===== config.mk =====
export PLATFORM = sky130hd
export DESIGN_NAME = boot_section_page_address_decode
export DESIGN_NICKNAME = d
export VERILOG_FILES = /design/src/flash_map_pkg.sv /design/src/flash_addr_split.sv /design/src/boot_section_page_address_decode.sv
export SDC_FILE = /design/constraint.sdc
export NUM_CORES = 1
export LEC_CHECK = 0
export ABC_AREA = 1
export BUFFER_PORTS_ARGS = -buffer_cell sky130_fd_sc_hd__buf_2
export CAP_MARGIN = 20
export CELL_PAD_IN_SITES_DETAIL_PLACEMENT = 1
export CELL_PAD_IN_SITES_GLOBAL_PLACEMENT = 2
export CORE_UTILIZATION = 44
export DETAILED_ROUTE_END_ITERATION = 10
export PLACE_DENSITY = 0.89
export SLEW_MARGIN = 5
export SYNTH_ARGS = -nofsm -noshare
export SYNTH_HDL_FRONTEND = slang
export SYNTH_SLANG_ARGS = --single-unit

===== constraint.sdc =====
create_clock -name CLK -period 9.5 [get_ports CLK]
set_input_delay 1.425 -clock CLK [delete_from_list [all_inputs] [get_ports CLK]]
set_output_delay 1.425 -clock CLK [all_outputs]
set_load 0.05 [all_outputs]

===== src/flash_map_pkg.sv =====
`default_nettype none
package flash_map_pkg;
    localparam int AXI_AW  = 8;
    localparam int AXI_DW  = 32;
    localparam int PTR_W   = 16;
    localparam int WADDR_W = 13;
    localparam int PAGE_W  = 7;
    localparam int WORD_W  = 6;
    localparam int BUF_WORDS = 64;

    // Register byte offsets
    localparam logic [7:0] OFS_CONFIG  = 8'h00;
    localparam logic [7:0] OFS_POINTER = 8'h04;
    localparam logic [7:0] OFS_COMMAND = 8'h08;
    localparam logic [7:0] OFS_DATA    = 8'h0c;
    localparam logic [7:0] OFS_DECODE  = 8'h10;
    localparam logic [7:0] OFS_BOOT    = 8'h14;
    localparam logic [7:0] OFS_LOAD    = 8'h18;
    localparam logic [7:0] OFS_LAST_OP = 8'h1c;

    // Decode status field positions
    localparam int DEC_WORD_LSB = 8;
    localparam int DEC_BYTE_BIT = 16;
    localparam int DEC_BOOT_BIT = 17;
    localparam int DEC_HALT_BIT = 18;
    localparam int DEC_BUSY_BIT = 19;
    localparam int LOAD_BLK_BIT = 8;
    localparam int LAST_OP_LSB  = 8;

    localparam logic [1:0] SIZE_SEL_RESET = 2'h0;

    // Boot section starts, small and large counter variants
    localparam logic [12:0] BOOT_S_128 = 13'h0f80;
    localparam logic [12:0] BOOT_S_256 = 13'h0f00;
    localparam logic [12:0] BOOT_S_512 = 13'h0e00;
    localparam logic [12:0] BOOT_S_1K  = 13'h0c00;
    localparam logic [12:0] BOOT_L_128 = 13'h1f80;
    localparam logic [12:0] BOOT_L_256 = 13'h1f00;
    localparam logic [12:0] BOOT_L_512 = 13'h1e00;
    localparam logic [12:0] BOOT_L_1K  = 13'h1c00;
    localparam logic [12:0] BOOT_END_S = 13'h0fff;
    localparam logic [12:0] BOOT_END_L = 13'h1fff;
    localparam logic [12:0] RWW_LIMIT_S = 13'h0c00;
    localparam logic [12:0] RWW_LIMIT_L = 13'h1c00;
    localparam logic [6:0]  RWW_PAGES_S = 7'h60;
    localparam logic [6:0]  RWW_PAGES_L = 7'h70;

    // Command codes: bit0 enable, bit1 erase, bit2 write, bit4 re-enable
    localparam logic [4:0] CMD_FILL  = 5'h01;
    localparam logic [4:0] CMD_ERASE = 5'h03;
    localparam logic [4:0] CMD_WRITE = 5'h05;
    localparam logic [4:0] CMD_REEN  = 5'h11;

    localparam logic [1:0] RESP_OKAY   = 2'h0;
    localparam logic [1:0] RESP_SLVERR = 2'h2;

    typedef enum logic [1:0] {
        OP_NONE  = 2'b00,
        OP_ERASE = 2'b01,
        OP_WRITE = 2'b10
    } page_op_t;
endpackage
`default_nettype wire


===== src/flash_addr_split.sv =====
`timescale 1ns/1ps
`default_nettype none
module flash_addr_split
    import flash_map_pkg::*;
#(
    parameter bit LARGE = 1'b0
)
(
    input  wire logic [15:0] ptr,         // Address pointer
    input  wire logic [1:0]  size_sel,    // Boot size selection
    output logic      [12:0] word_addr,   // Word address
    output logic      [6:0]  page_index,  // Page index
    output logic      [5:0]  word_index,  // Word in page
    output logic             byte_sel,    // Byte select
    output logic      [12:0] boot_start,  // Boot section start
    output logic             in_boot,     // Address in boot section
    output logic             in_halting   // Address in halting region
);
    always_comb
    begin
        byte_sel = ptr[0];
        if (LARGE)
        begin
            word_addr  = ptr[13:1];
            page_index = ptr[13:7];
            word_index = ptr[6:1];
            unique case (size_sel)
                2'b11: boot_start = BOOT_L_128;
                2'b10: boot_start = BOOT_L_256;
                2'b01: boot_start = BOOT_L_512;
                2'b00: boot_start = BOOT_L_1K;
            endcase
            in_halting = word_addr >= RWW_LIMIT_L;
        end
        else
        begin
            word_addr  = {1'b0, ptr[12:1]};
            page_index = ptr[12:6];
            word_index = {1'b0, ptr[5:1]};
            unique case (size_sel)
                2'b11: boot_start = BOOT_S_128;
                2'b10: boot_start = BOOT_S_256;
                2'b01: boot_start = BOOT_S_512;
                2'b00: boot_start = BOOT_S_1K;
            endcase
            in_halting = word_addr >= RWW_LIMIT_S;
        end
        in_boot = word_addr >= boot_start;
    end
endmodule // flash_addr_split
`default_nettype wire


===== src/boot_section_page_address_decode.sv =====
`timescale 1ns/1ps
`default_nettype none
// Notes on behaviour
// - Small variant boot start 0xF80/0xF00/0xE00/0xC00 by selection, ending 0xFFF.
// - Large variant boot start 0x1F80/0x1F00/0x1E00/0x1C00, ending 0x1FFF.
// - Concurrent-read region below 0xC00 (small) or 0x1C00 (large).
// - Small variant: 32-word pages, word index PC[4:0], page PC[11:5].
// - Large variant: 64-word pages, word index PC[5:0], page PC[12:6].
// - Counter bits come from pointer one bit higher; pointer bit 0 excluded.
// - Page erase and page write target the pointer's page index.
// - Buffer fill writes the buffer word chosen by the word index.
// - Software keeps pointer bit 0 zero; loads use it as byte select.
// - Small variant ignores pointer bits 15 to 13.
// - Large variant ignores pointer bits 15 and 14.
// - Enable-only command stores the data word into the page buffer.
// - Page operation on concurrent region sets busy; busy blocks its reads.
module boot_section_page_address_decode
#(
    parameter bit LARGE = 1'b0
)
(
    input  wire logic                             CLK,         // 20 MHz clock
    input  wire logic                             RESETN,      // Async reset
    input  wire logic [flash_map_pkg::AXI_AW-1:0] AWADDR,      // Write address
    input  wire logic                             AWVALID,     // Write addr valid
    output logic                                  AWREADY,     // Write addr ready
    input  wire logic [flash_map_pkg::AXI_DW-1:0] WDATA,       // Write data
    input  wire logic [3:0]                       WSTRB,       // Byte strobes
    input  wire logic                             WVALID,      // Write data valid
    output logic                                  WREADY,      // Write data ready
    output logic [1:0]                            BRESP,       // Write response
    output logic                                  BVALID,      // Response valid
    input  wire logic                             BREADY,      // Response ready
    input  wire logic [flash_map_pkg::AXI_AW-1:0] ARADDR,      // Read address
    input  wire logic                             ARVALID,     // Read addr valid
    output logic                                  ARREADY,     // Read addr ready
    output logic [flash_map_pkg::AXI_DW-1:0]      RDATA,       // Read data
    output logic [1:0]                            RRESP,       // Read response
    output logic                                  RVALID,      // Read data valid
    input  wire logic                             RREADY,      // Read data ready
    output logic                                  REGION_BUSY, // Region busy flag
    output logic                                  IN_BOOT,     // Pointer in boot
    output logic                                  IN_HALTING   // Pointer halting
);
    import flash_map_pkg::*;

    ////////////////////////////////////////////////////////////////////////
    logic rst_meta_r;
    logic rst_n_r;

    always_ff @(posedge CLK or negedge RESETN)
        if (!RESETN)
        begin
            rst_meta_r <= 1'b0;
            rst_n_r    <= 1'b0;
        end
        else
        begin
            rst_meta_r <= 1'b1;
            rst_n_r    <= rst_meta_r;
        end

    ////////////////////////////////////////////////////////////////////////
    logic [1:0]  size_sel_r;
    logic [15:0] ptr_r;
    logic [15:0] data_r;
    logic [4:0]  cmd_r;
    logic        busy_r;
    logic [6:0]  last_page_r;
    page_op_t    last_op_r;
    logic [15:0] page_buf [BUF_WORDS];

    logic [12:0] dec_word_addr;
    logic [6:0]  dec_page_index;
    logic [5:0]  dec_word_index;
    logic        dec_byte_sel;
    logic [12:0] dec_boot_start;
    logic        dec_in_boot;
    logic        dec_in_halting;

    flash_addr_split #(.LARGE(LARGE)) u_split (
        .ptr        (ptr_r),
        .size_sel   (size_sel_r),
        .word_addr  (dec_word_addr),
        .page_index (dec_page_index),
        .word_index (dec_word_index),
        .byte_sel   (dec_byte_sel),
        .boot_start (dec_boot_start),
        .in_boot    (dec_in_boot),
        .in_halting (dec_in_halting)
    );

    ////////////////////////////////////////////////////////////////////////
    // Write channel: address and data taken in either order
    logic       aw_held_r;
    logic       w_held_r;
    logic [7:0] awaddr_r;
    logic [31:0] wdata_r;
    logic [3:0] wstrb_r;
    logic       wr_fire;
    logic       wr_mapped;

    assign wr_fire = aw_held_r && w_held_r && !BVALID;

    always_comb
    begin
        unique case (awaddr_r)
            OFS_CONFIG, OFS_POINTER, OFS_COMMAND, OFS_DATA,
            OFS_DECODE, OFS_BOOT, OFS_LOAD, OFS_LAST_OP: wr_mapped = 1'b1;
            default: wr_mapped = 1'b0;
        endcase
    end

    always_ff @(posedge CLK or negedge rst_n_r)
        if (!rst_n_r)
        begin
            aw_held_r <= 1'b0;
            w_held_r  <= 1'b0;
            awaddr_r  <= 8'h00;
            wdata_r   <= 32'h0000_0000;
            wstrb_r   <= 4'h0;
            AWREADY   <= 1'b1;
            WREADY    <= 1'b1;
            BVALID    <= 1'b0;
            BRESP     <= RESP_OKAY;
        end
        else
        begin
            if (AWVALID && AWREADY)
            begin
                aw_held_r <= 1'b1;
                awaddr_r  <= {AWADDR[7:2], 2'b00};
                AWREADY   <= 1'b0;
            end
            if (WVALID && WREADY)
            begin
                w_held_r <= 1'b1;
                wdata_r  <= WDATA;
                wstrb_r  <= WSTRB;
                WREADY   <= 1'b0;
            end
            if (wr_fire)
            begin
                aw_held_r <= 1'b0;
                w_held_r  <= 1'b0;
                BVALID    <= 1'b1;
                BRESP     <= wr_mapped ? RESP_OKAY : RESP_SLVERR;
            end
            if (BVALID && BREADY)
            begin
                BVALID  <= 1'b0;
                AWREADY <= 1'b1;
                WREADY  <= 1'b1;
            end
        end

    ////////////////////////////////////////////////////////////////////////
    // Software-visible configuration; read-only offsets ignore writes
    always_ff @(posedge CLK or negedge rst_n_r)
        if (!rst_n_r)
        begin
            size_sel_r <= SIZE_SEL_RESET;
            ptr_r      <= 16'h0000;
            data_r     <= 16'h0000;
        end
        else if (wr_fire)
        begin
            if (awaddr_r == OFS_CONFIG && wstrb_r[0])
                size_sel_r <= wdata_r[1:0];
            if (awaddr_r == OFS_POINTER)
            begin
                if (wstrb_r[0])
                    ptr_r[7:0] <= wdata_r[7:0];
                if (wstrb_r[1])
                    ptr_r[15:8] <= wdata_r[15:8];
            end
            if (awaddr_r == OFS_DATA)
            begin
                if (wstrb_r[0])
                    data_r[7:0] <= wdata_r[7:0];
                if (wstrb_r[1])
                    data_r[15:8] <= wdata_r[15:8];
            end
        end

    ////////////////////////////////////////////////////////////////////////
    // Commands; any code other than the four below is only recorded in cmd_r, with no action
    logic cmd_go;
    logic do_fill;
    logic do_erase;
    logic do_write;
    logic do_reen;

    assign cmd_go   = wr_fire && awaddr_r == OFS_COMMAND && wstrb_r[0];
    assign do_fill  = cmd_go && wdata_r[4:0] == CMD_FILL;
    assign do_erase = cmd_go && wdata_r[4:0] == CMD_ERASE;
    assign do_write = cmd_go && wdata_r[4:0] == CMD_WRITE;
    assign do_reen  = cmd_go && wdata_r[4:0] == CMD_REEN;

    always_ff @(posedge CLK or negedge rst_n_r)
        if (!rst_n_r)
        begin
            cmd_r       <= 5'h00;
            last_page_r <= 7'h00;
            last_op_r   <= OP_NONE;
        end
        else
        begin
            if (cmd_go)
                cmd_r <= wdata_r[4:0];
            // Word index bits are not checked on write; software keeps them 0
            if (do_erase || do_write)
            begin
                last_page_r <= dec_page_index;
                last_op_r   <= do_erase ? OP_ERASE : OP_WRITE;
            end
        end

    // No reset on the buffer: it is a memory, contents undefined until filled
    always_ff @(posedge CLK)
        if (do_fill)
            page_buf[dec_word_index] <= data_r;

    // Commands are exclusive, so a set and a clear never meet
    always_ff @(posedge CLK or negedge rst_n_r)
        if (!rst_n_r)
            busy_r <= 1'b0;
        else if ((do_erase || do_write) && !dec_in_halting)
            busy_r <= 1'b1;
        else if (do_reen || do_fill)
            busy_r <= 1'b0;

    ////////////////////////////////////////////////////////////////////////
    // Read channel, one cycle from address to data
    logic       rd_pend_r;
    logic [7:0] araddr_r;
    logic [31:0] rdata_nxt;
    logic [1:0] rresp_nxt;
    logic [15:0] load_word;
    logic       load_blocked;

    assign load_word    = page_buf[dec_word_index];
    assign load_blocked = busy_r && !dec_in_halting;

    always_comb
    begin
        rdata_nxt = 32'h0000_0000;
        rresp_nxt = RESP_OKAY;
        unique case (araddr_r)
            OFS_CONFIG:  rdata_nxt[1:0] = size_sel_r;
            OFS_POINTER: rdata_nxt[15:0] = ptr_r;
            OFS_COMMAND: rdata_nxt[4:0] = cmd_r;
            OFS_DATA:    rdata_nxt[15:0] = data_r;
            OFS_DECODE:
            begin
                rdata_nxt[6:0] = dec_page_index;
                rdata_nxt[DEC_WORD_LSB +: 6] = dec_word_index;
                rdata_nxt[DEC_BYTE_BIT] = dec_byte_sel;
                rdata_nxt[DEC_BOOT_BIT] = dec_in_boot;
                rdata_nxt[DEC_HALT_BIT] = dec_in_halting;
                rdata_nxt[DEC_BUSY_BIT] = busy_r;
            end
            OFS_BOOT:    rdata_nxt[12:0] = dec_boot_start;
            OFS_LOAD:
            begin
                rdata_nxt[LOAD_BLK_BIT] = load_blocked;
                if (load_blocked)
                    rresp_nxt = RESP_SLVERR;
                else
                    rdata_nxt[7:0] = dec_byte_sel ? load_word[15:8]
                                                  : load_word[7:0];
            end
            OFS_LAST_OP:
            begin
                rdata_nxt[6:0] = last_page_r;
                rdata_nxt[LAST_OP_LSB +: 2] = last_op_r;
            end
            default:     rresp_nxt = RESP_SLVERR;
        endcase
    end

    always_ff @(posedge CLK or negedge rst_n_r)
        if (!rst_n_r)
        begin
            rd_pend_r <= 1'b0;
            araddr_r  <= 8'h00;
            ARREADY   <= 1'b1;
            RVALID    <= 1'b0;
            RDATA     <= 32'h0000_0000;
            RRESP     <= RESP_OKAY;
        end
        else
        begin
            if (ARVALID && ARREADY)
            begin
                araddr_r  <= {ARADDR[7:2], 2'b00};
                rd_pend_r <= 1'b1;
                ARREADY   <= 1'b0;
            end
            if (rd_pend_r)
            begin
                rd_pend_r <= 1'b0;
                RVALID    <= 1'b1;
                RDATA     <= rdata_nxt;
                RRESP     <= rresp_nxt;
            end
            if (RVALID && RREADY)
            begin
                RVALID  <= 1'b0;
                ARREADY <= 1'b1;
            end
        end

    ////////////////////////////////////////////////////////////////////////
    always_ff @(posedge CLK or negedge rst_n_r)
        if (!rst_n_r)
        begin
            REGION_BUSY <= 1'b0;
            IN_BOOT     <= 1'b0;
            IN_HALTING  <= 1'b0;
        end
        else
        begin
            REGION_BUSY <= busy_r;
            IN_BOOT     <= dec_in_boot;
            IN_HALTING  <= dec_in_halting;
        end
endmodule // boot_section_page_address_decode
`default_nettype wire


* Word level (Yosys, flattened, before mapping)
Memories as Yosys holds them, arrays and structs flattened.
Index checks and enable logic that the tools add are counted.
** Storage, ports and cells
- Memory bits (writable) :: 1024
- Memories kept :: 2
- Register bits after elaboration :: 116
- Output and inout bits :: 44
- Bits in latches :: 0
- Bits in read-only memories :: 32
** Memories
- page_buf :: depth 64, width 16, rd ports 1, clocked after memory_dff 0, write ports 1, RTL line boot_section_page_address_decode.sv:71 : logic [15:0] page_buf [BUF_WORDS];
- (no name shown) :: depth 32, width 1, rd ports 1, clocked after memory_dff 0, write ports 0, RTL line boot_section_page_address_decode.sv:107 : unique case (awaddr_r)
** Cells by class
- Reductions and logical operators :: 38
- Shift operators :: 0
- Magnitude comparators :: 2
- Divide/modulo/power cells :: 0
- $mul :: 0
- Equal/unequal tests :: 17
- Mux-type cells :: 38
- Add/sub/neg operators :: 0
- Bitwise operators :: 0
** Operator list (count)
- $pmux W13 S4 :: 1
- $eq A6 B2 Y1 const B :: 4
- $eq A6 B3 Y1 const B :: 4
- $mux W1 :: 21
- $pmux W3 S7 :: 1
- $logic_and A1 B1 Y1 :: 16
- $logic_not A8 Y1 :: 2
- $mux W8 :: 2
- $pmux W2 S8 :: 1
- $reduce_bool A2 Y1 :: 8
- $ge A12 B13 Y1 :: 1
- $eq A6 B1 Y1 const B :: 2
- $ge A12 B12 Y1 const B :: 1
- $pmux W2 S6 :: 1
- $pmux W3 S4 :: 1
- $reduce_and A3 Y1 :: 4
- $pmux W2 S2 :: 2
- $reduce_or A7 Y1 :: 1
- $mux W2 :: 3
- $pmux W1 S6 :: 1
- $eq A5 B1 Y1 const B :: 1
- $eq A5 B2 Y1 const B :: 1
- $eq A5 B3 Y1 const B :: 1
- $eq A5 B5 Y1 const B :: 1
- other kinds (11) :: 14

* Depth between registers and ports, before layout
- Word-level depth :: 8
- Mapped depth :: 15
- Depth with buffers taken out :: 12

* By module
From an unflattened synthesis, not the netlist that was laid out.
** Unflattened totals
- Cells, all modules :: 4473
- Area total of the unflattened synthesis :: 48451.5 um2
** Modules (own cells, without submodules)
- boot_section_page_address_decode :: cells an instance 4402, seq. area each 33606.0 um2, times used 1, area each 48013.5 um2
- flash_addr_split :: cells an instance 71, seq. area each 0.0 um2, times used 1, area each 437.9 um2

* Worst setup path after synthesis
OpenSTA, ideal clock, no wires.
- Path type :: register -> register
- Start point :: reg BVALID
- End point :: mem page_buf[24][0], enable pin
- Path buffers :: 0
- Cell stages (with the launch flop) :: 8
- Required time :: 9.111 ns
- Slack :: 6.752 ns
- Arrival :: 2.359 ns
- Cell sequence :: dfrtp_1 nor2_2 nand2_1 nor4_4 nand2_2 nor3_2 nand3_1 nor2_1
** Between the ends
- Cells in the longest elaborated chain, start to end :: 7
** RTL lines
- from (decl) :: RTL line boot_section_page_address_decode.sv:32 : output logic BVALID,
- from (signal assigned) :: RTL line boot_section_page_address_decode.sv:124 : BVALID <= 1'b0;
- from (signal assigned) :: RTL line boot_section_page_address_decode.sv:146 : BVALID <= 1'b1;
- from (signal assigned) :: RTL line boot_section_page_address_decode.sv:151 : BVALID <= 1'b0;
- $logic_not A1 Y1 :: RTL line boot_section_page_address_decode.sv:103 : assign wr_fire = aw_held_r && w_held_r && !BVALID;
- $logic_and A1 B1 Y1 :: RTL line boot_section_page_address_decode.sv:103
- $logic_and A1 B1 Y1 (2 in a row) :: RTL line boot_section_page_address_decode.sv:194 : assign cmd_go = wr_fire && awaddr_r == OFS_COMMAND && wstrb_r[0];
- $logic_and A1 B1 Y1 :: RTL line boot_section_page_address_decode.sv:195 : assign do_fill = cmd_go && wdata_r[4:0] == CMD_FILL;
- $mux W1 :: RTL line boot_section_page_address_decode.sv:221 : if (do_fill)
- $mux W1 (implied by the code) :: RTL line boot_section_page_address_decode.sv:222 : page_buf[dec_word_index] <= data_r;
- to (decl) :: RTL line boot_section_page_address_decode.sv:71
Every way passes these cells.

* Worst setup path after layout
- Start point :: reg ptr_r[1]
- End point :: reg RDATA[6] (netlist name)
** Between the ends
- Cells in the longest elaborated chain, start to end :: 5
** RTL lines
- from (decl) :: RTL line boot_section_page_address_decode.sv:65 : logic [15:0] ptr_r;
- from (signal assigned) :: RTL line boot_section_page_address_decode.sv:173 : ptr_r[7:0] <= wdata_r[7:0];
- branches (longest 3 deep; another with $mem_v2 Z64 W16)
- $mux W8 * :: RTL line boot_section_page_address_decode.sv:267 : if (load_blocked)
- $pmux W2 S6 * :: RTL line boot_section_page_address_decode.sv:249 : unique case (araddr_r)
- to (signal assigned) :: RTL line boot_section_page_address_decode.sv:304 : RDATA <= rdata_nxt;
- to (decl) :: RTL line boot_section_page_address_decode.sv:37 : output logic [flash_map_pkg::AXI_DW-1:0] RDATA,
Every way passes the cells marked *.
A chain may end at the register's enable or synchronous reset.

==> reports/metrics.yaml <==
htree_levels: 3
ys_warn_count: 0
nFillCells: 6566
crit_path_frequent_cell: "nand2_1"
tns_ns: 0
finalMaxSlewViolations: 0
worst_setup_path_end_kind: "register"
criticalPathCategory: "register to register"
r2r_end: "RDATA[6]"
status: "finished, final reports clean"
core_um2: 60400
worstPathCellList: "inv_6 > buf_4 > nand2_1 > nand3_1 > nand2_1 > nor2_1 > nor2_1 > nor2_1 > nand3_1 > nand3_1 > nand2_1 > nand2_1 > nand2_1"
cts_tree: "built"
critPathMaxStageDelay_ns: 0.81
cts_buffers: 68
portBuffers: 66
period_share_pct: 40.5
gp_congestion: 0.868
postLayoutCellArea_um2: 30300
placementRows: 90
drt_iter0_drc: 1291
vias_per_cell: 5.17
worstMarginPinSlew_ns: 1.01
synth_area_um2: 26800
clkSlewWorstSetupHoldPaths_ns: 0.06
final_hold_viol_count: 0
ios: 103
skew_ns: 0.0124
seq_area_um2: 18200
grt_pass1_wl_um: 112000
maxSlewHeadroom_pct: 32.6
switching_share_pct: 35.2
dieArea_um2: 62000
cts_root_buf: "clkbuf_16"
first_global_vias: 19500
grt_max_degree: 176
initial_core_util_pct: 44.5
cp_slowest_cell: "buf_4"
diodes: 0
remaining_drc_errors: 0
final_core_util_pct: 50.1
syn_inst: 2617
antenna_found_initial: 0
critPathLaunchType: "register"
p_total_uw: 8440
clk_latency_ns: 0.61
layout_commonest_cell: "nand2_1"
cap_violations: 0
path_buf_inv: 2
fin_crit_ns: 3.85
power_frac_comb_pct: 25.9
mostFrequentLayoutCells: "nand2_1, edfxtp_1, inv_1"
ctsHoldBuffers: 0
drive_gt1_share_pct: 9.57
rrSetupSlack_ns: 5.65
ys_ff_latch: 626
intPower_uw: 5480
arrival_ns: 4.35
final_nets: 2767
dpl.hpwl_um: 44200
syn2layout_area_growth_pct: 12.7
required_ns: 10.00
grt_setup_unrepaired: "no"
pwr-share-clk_pct: 30.5
fmax_mhz: 260
reg2reg_depth: 13
powerDensity_nw_per_um2: 279
wl_per_cell_um: 20.7
seq_power_share_pct: 43.6
critical-path-top-delay-family: "simple AND/OR/NAND/NOR gates"
clockBufferDepth: 3
drtAntennaViolNets: 0
reg2reg_from: "ptr_r[1]"
place_area_um2: 27900
die_y_um: 249
cts_resized: 0
clock_sinks: 626
track_usage_pct: 23.9
dr.pass1.iters: 5
die_w_um: 249
p_switching_uw: 2970
ys_types: 36
multi_input_area_um2: 6300
synth_area_per_cell_um2: 10.3
globalRoute.totalOverflow: 0
crit_start: "ptr_r[1]"
ir_drop_v: 0.000179
power_leakage_uw: 0.0128
synth_sequential_area_ratio_pct: 67.9
routed-via-count: 18300
finalSetupViolations: 0
cp_max_fo: 84
routed_wl_um: 73300
post_cts.repair.setup_buffers: 0
hold_slack_ns: 0.317
hold_path_class: "register to asynchronous set/reset pin"
==> Yosys cell counts <==
library cell	count	area (um2)
o21ai_1	24	120
clkbuf_1	26	97.6
or2_0	7	43.8
a31oi_1	2	12.5
inv_1	436	1640
nor2_2	3	18.8
edfxtp_1	512	15400
nor3_2	4	40.0
a311oi_1	1	8.76
clkinv_1	1	3.75
buf_2	51	255
o211ai_1	33	248
o22a_1	1	8.76
o221ai_1	1	8.76
nor2_1	271	1020
mux2_2	5	56.3
or2_2	16	100
nor4_4	1	21.3
nand2_2	2	12.5
o21ai_0	111	556
o22ai_1	16	100
dfstp_2	3	78.8
clkbuf_2	1	5.00
inv_2	6	22.5
buf_6	10	113
nand4_1	14	87.6
o21a_1	1	7.51
nand2_1	669	2510
nor3_1	5	25.0
a21oi_1	13	65.1
or2_1	9	56.3
nand3_1	213	1070
ha_1	3	37.5
dfrtp_1	111	2780
buf_4	33	248
conb_1	2	7.51
==> metrics by stage <==
stage                     instances  setup WS (ns)
after floorplan                2630           6.09
after global placement         3410           5.75
after detailed placement       3410           5.70
after CTS                      3535           5.70
after global routing           3542           5.41
final                          3542           5.65
==> how the worst max path moves through the flow <==
stage / endpoint / slack (ns) / depth (start not counted)
3_3_place_gp: RDATA[5] / 5.75 / 13
3_5_place_dp: RDATA[5] / 5.70 / 13
5_1_grt: RDATA[7] / 5.41 / 13
2_1_floorplan: BRESP[1] / 6.09 / 0
4_1_cts: RDATA[6] / 5.70 / 13
6_report: RDATA[6] / 5.65 / 13
==> registers in the layout (all words and copies together), names as in the netlist, 2 cells and up <==
| name | cells |
|---|---|
| ptr_r | 16 |
| data_r | 16 |
| wdata_r | 16 |
| RDATA | 20 |
| page_buf | 512 |
| wstrb_r | 2 |
| last_op_r | 2 |
| cmd_r | 5 |
| last_page_r | 7 |
| araddr_r | 6 |
| size_sel_r | 2 |
| awaddr_r | 6 |
==> power by group through the flow <==
stage | registers (uW) | logic (uW) | clock network, uW
2_1_floorplan | 3900 | 1090 | 0
6_report | 3680 | 2190 | 2580
3_3_place_gp | 3810 | 1920 | 0
4_1_cts | 3780 | 2010 | 2620
5_1_grt | 3710 | 2380 | 2710
3_5_place_dp | 3830 | 1990 | 0
==> area by class of cell <==
| cell class | instances | share of cell area, % |
|---|---|---|
| clock buffers | 95 | 6.23 |
| clock inverters | 30 | 0.893 |
| inverters | 443 | 5.51 |
| multi-input cells | 1440 | 20.8 |
| flip-flops and latches | 626 | 60.3 |
| well taps | 782 | 3.23 |
| repair buffers | 126 | 3.04 |
==> per-layer routing <==
metal	global-route usage [%]	vias up	share of wire (%)
met3	3.12	123	4.9
met5	0	-	0
met4	9.86	0	3.5
li1	-	8583	-
met1	30.2	9182	42
met2	41.4	437	50
==> cells by family (layout without fill, tap and decap cells) <==
kind of cell             after synthesis  in the layout  share of synthesized area, %
buffers and inverters                564            694                          8.87
AND/OR/NAND/NOR                     1214           1214                          18.6
adder cells (fa/ha/maj)                3              3                         0.140
multiplexers                           5              5                         0.210
other                                  2             15                        0.0280
flip-flops                           626            626                          67.9
AO/OA/AOI/OAI                        203            203                          4.23
No activity file was read; power rests on OpenSTA's default activity.
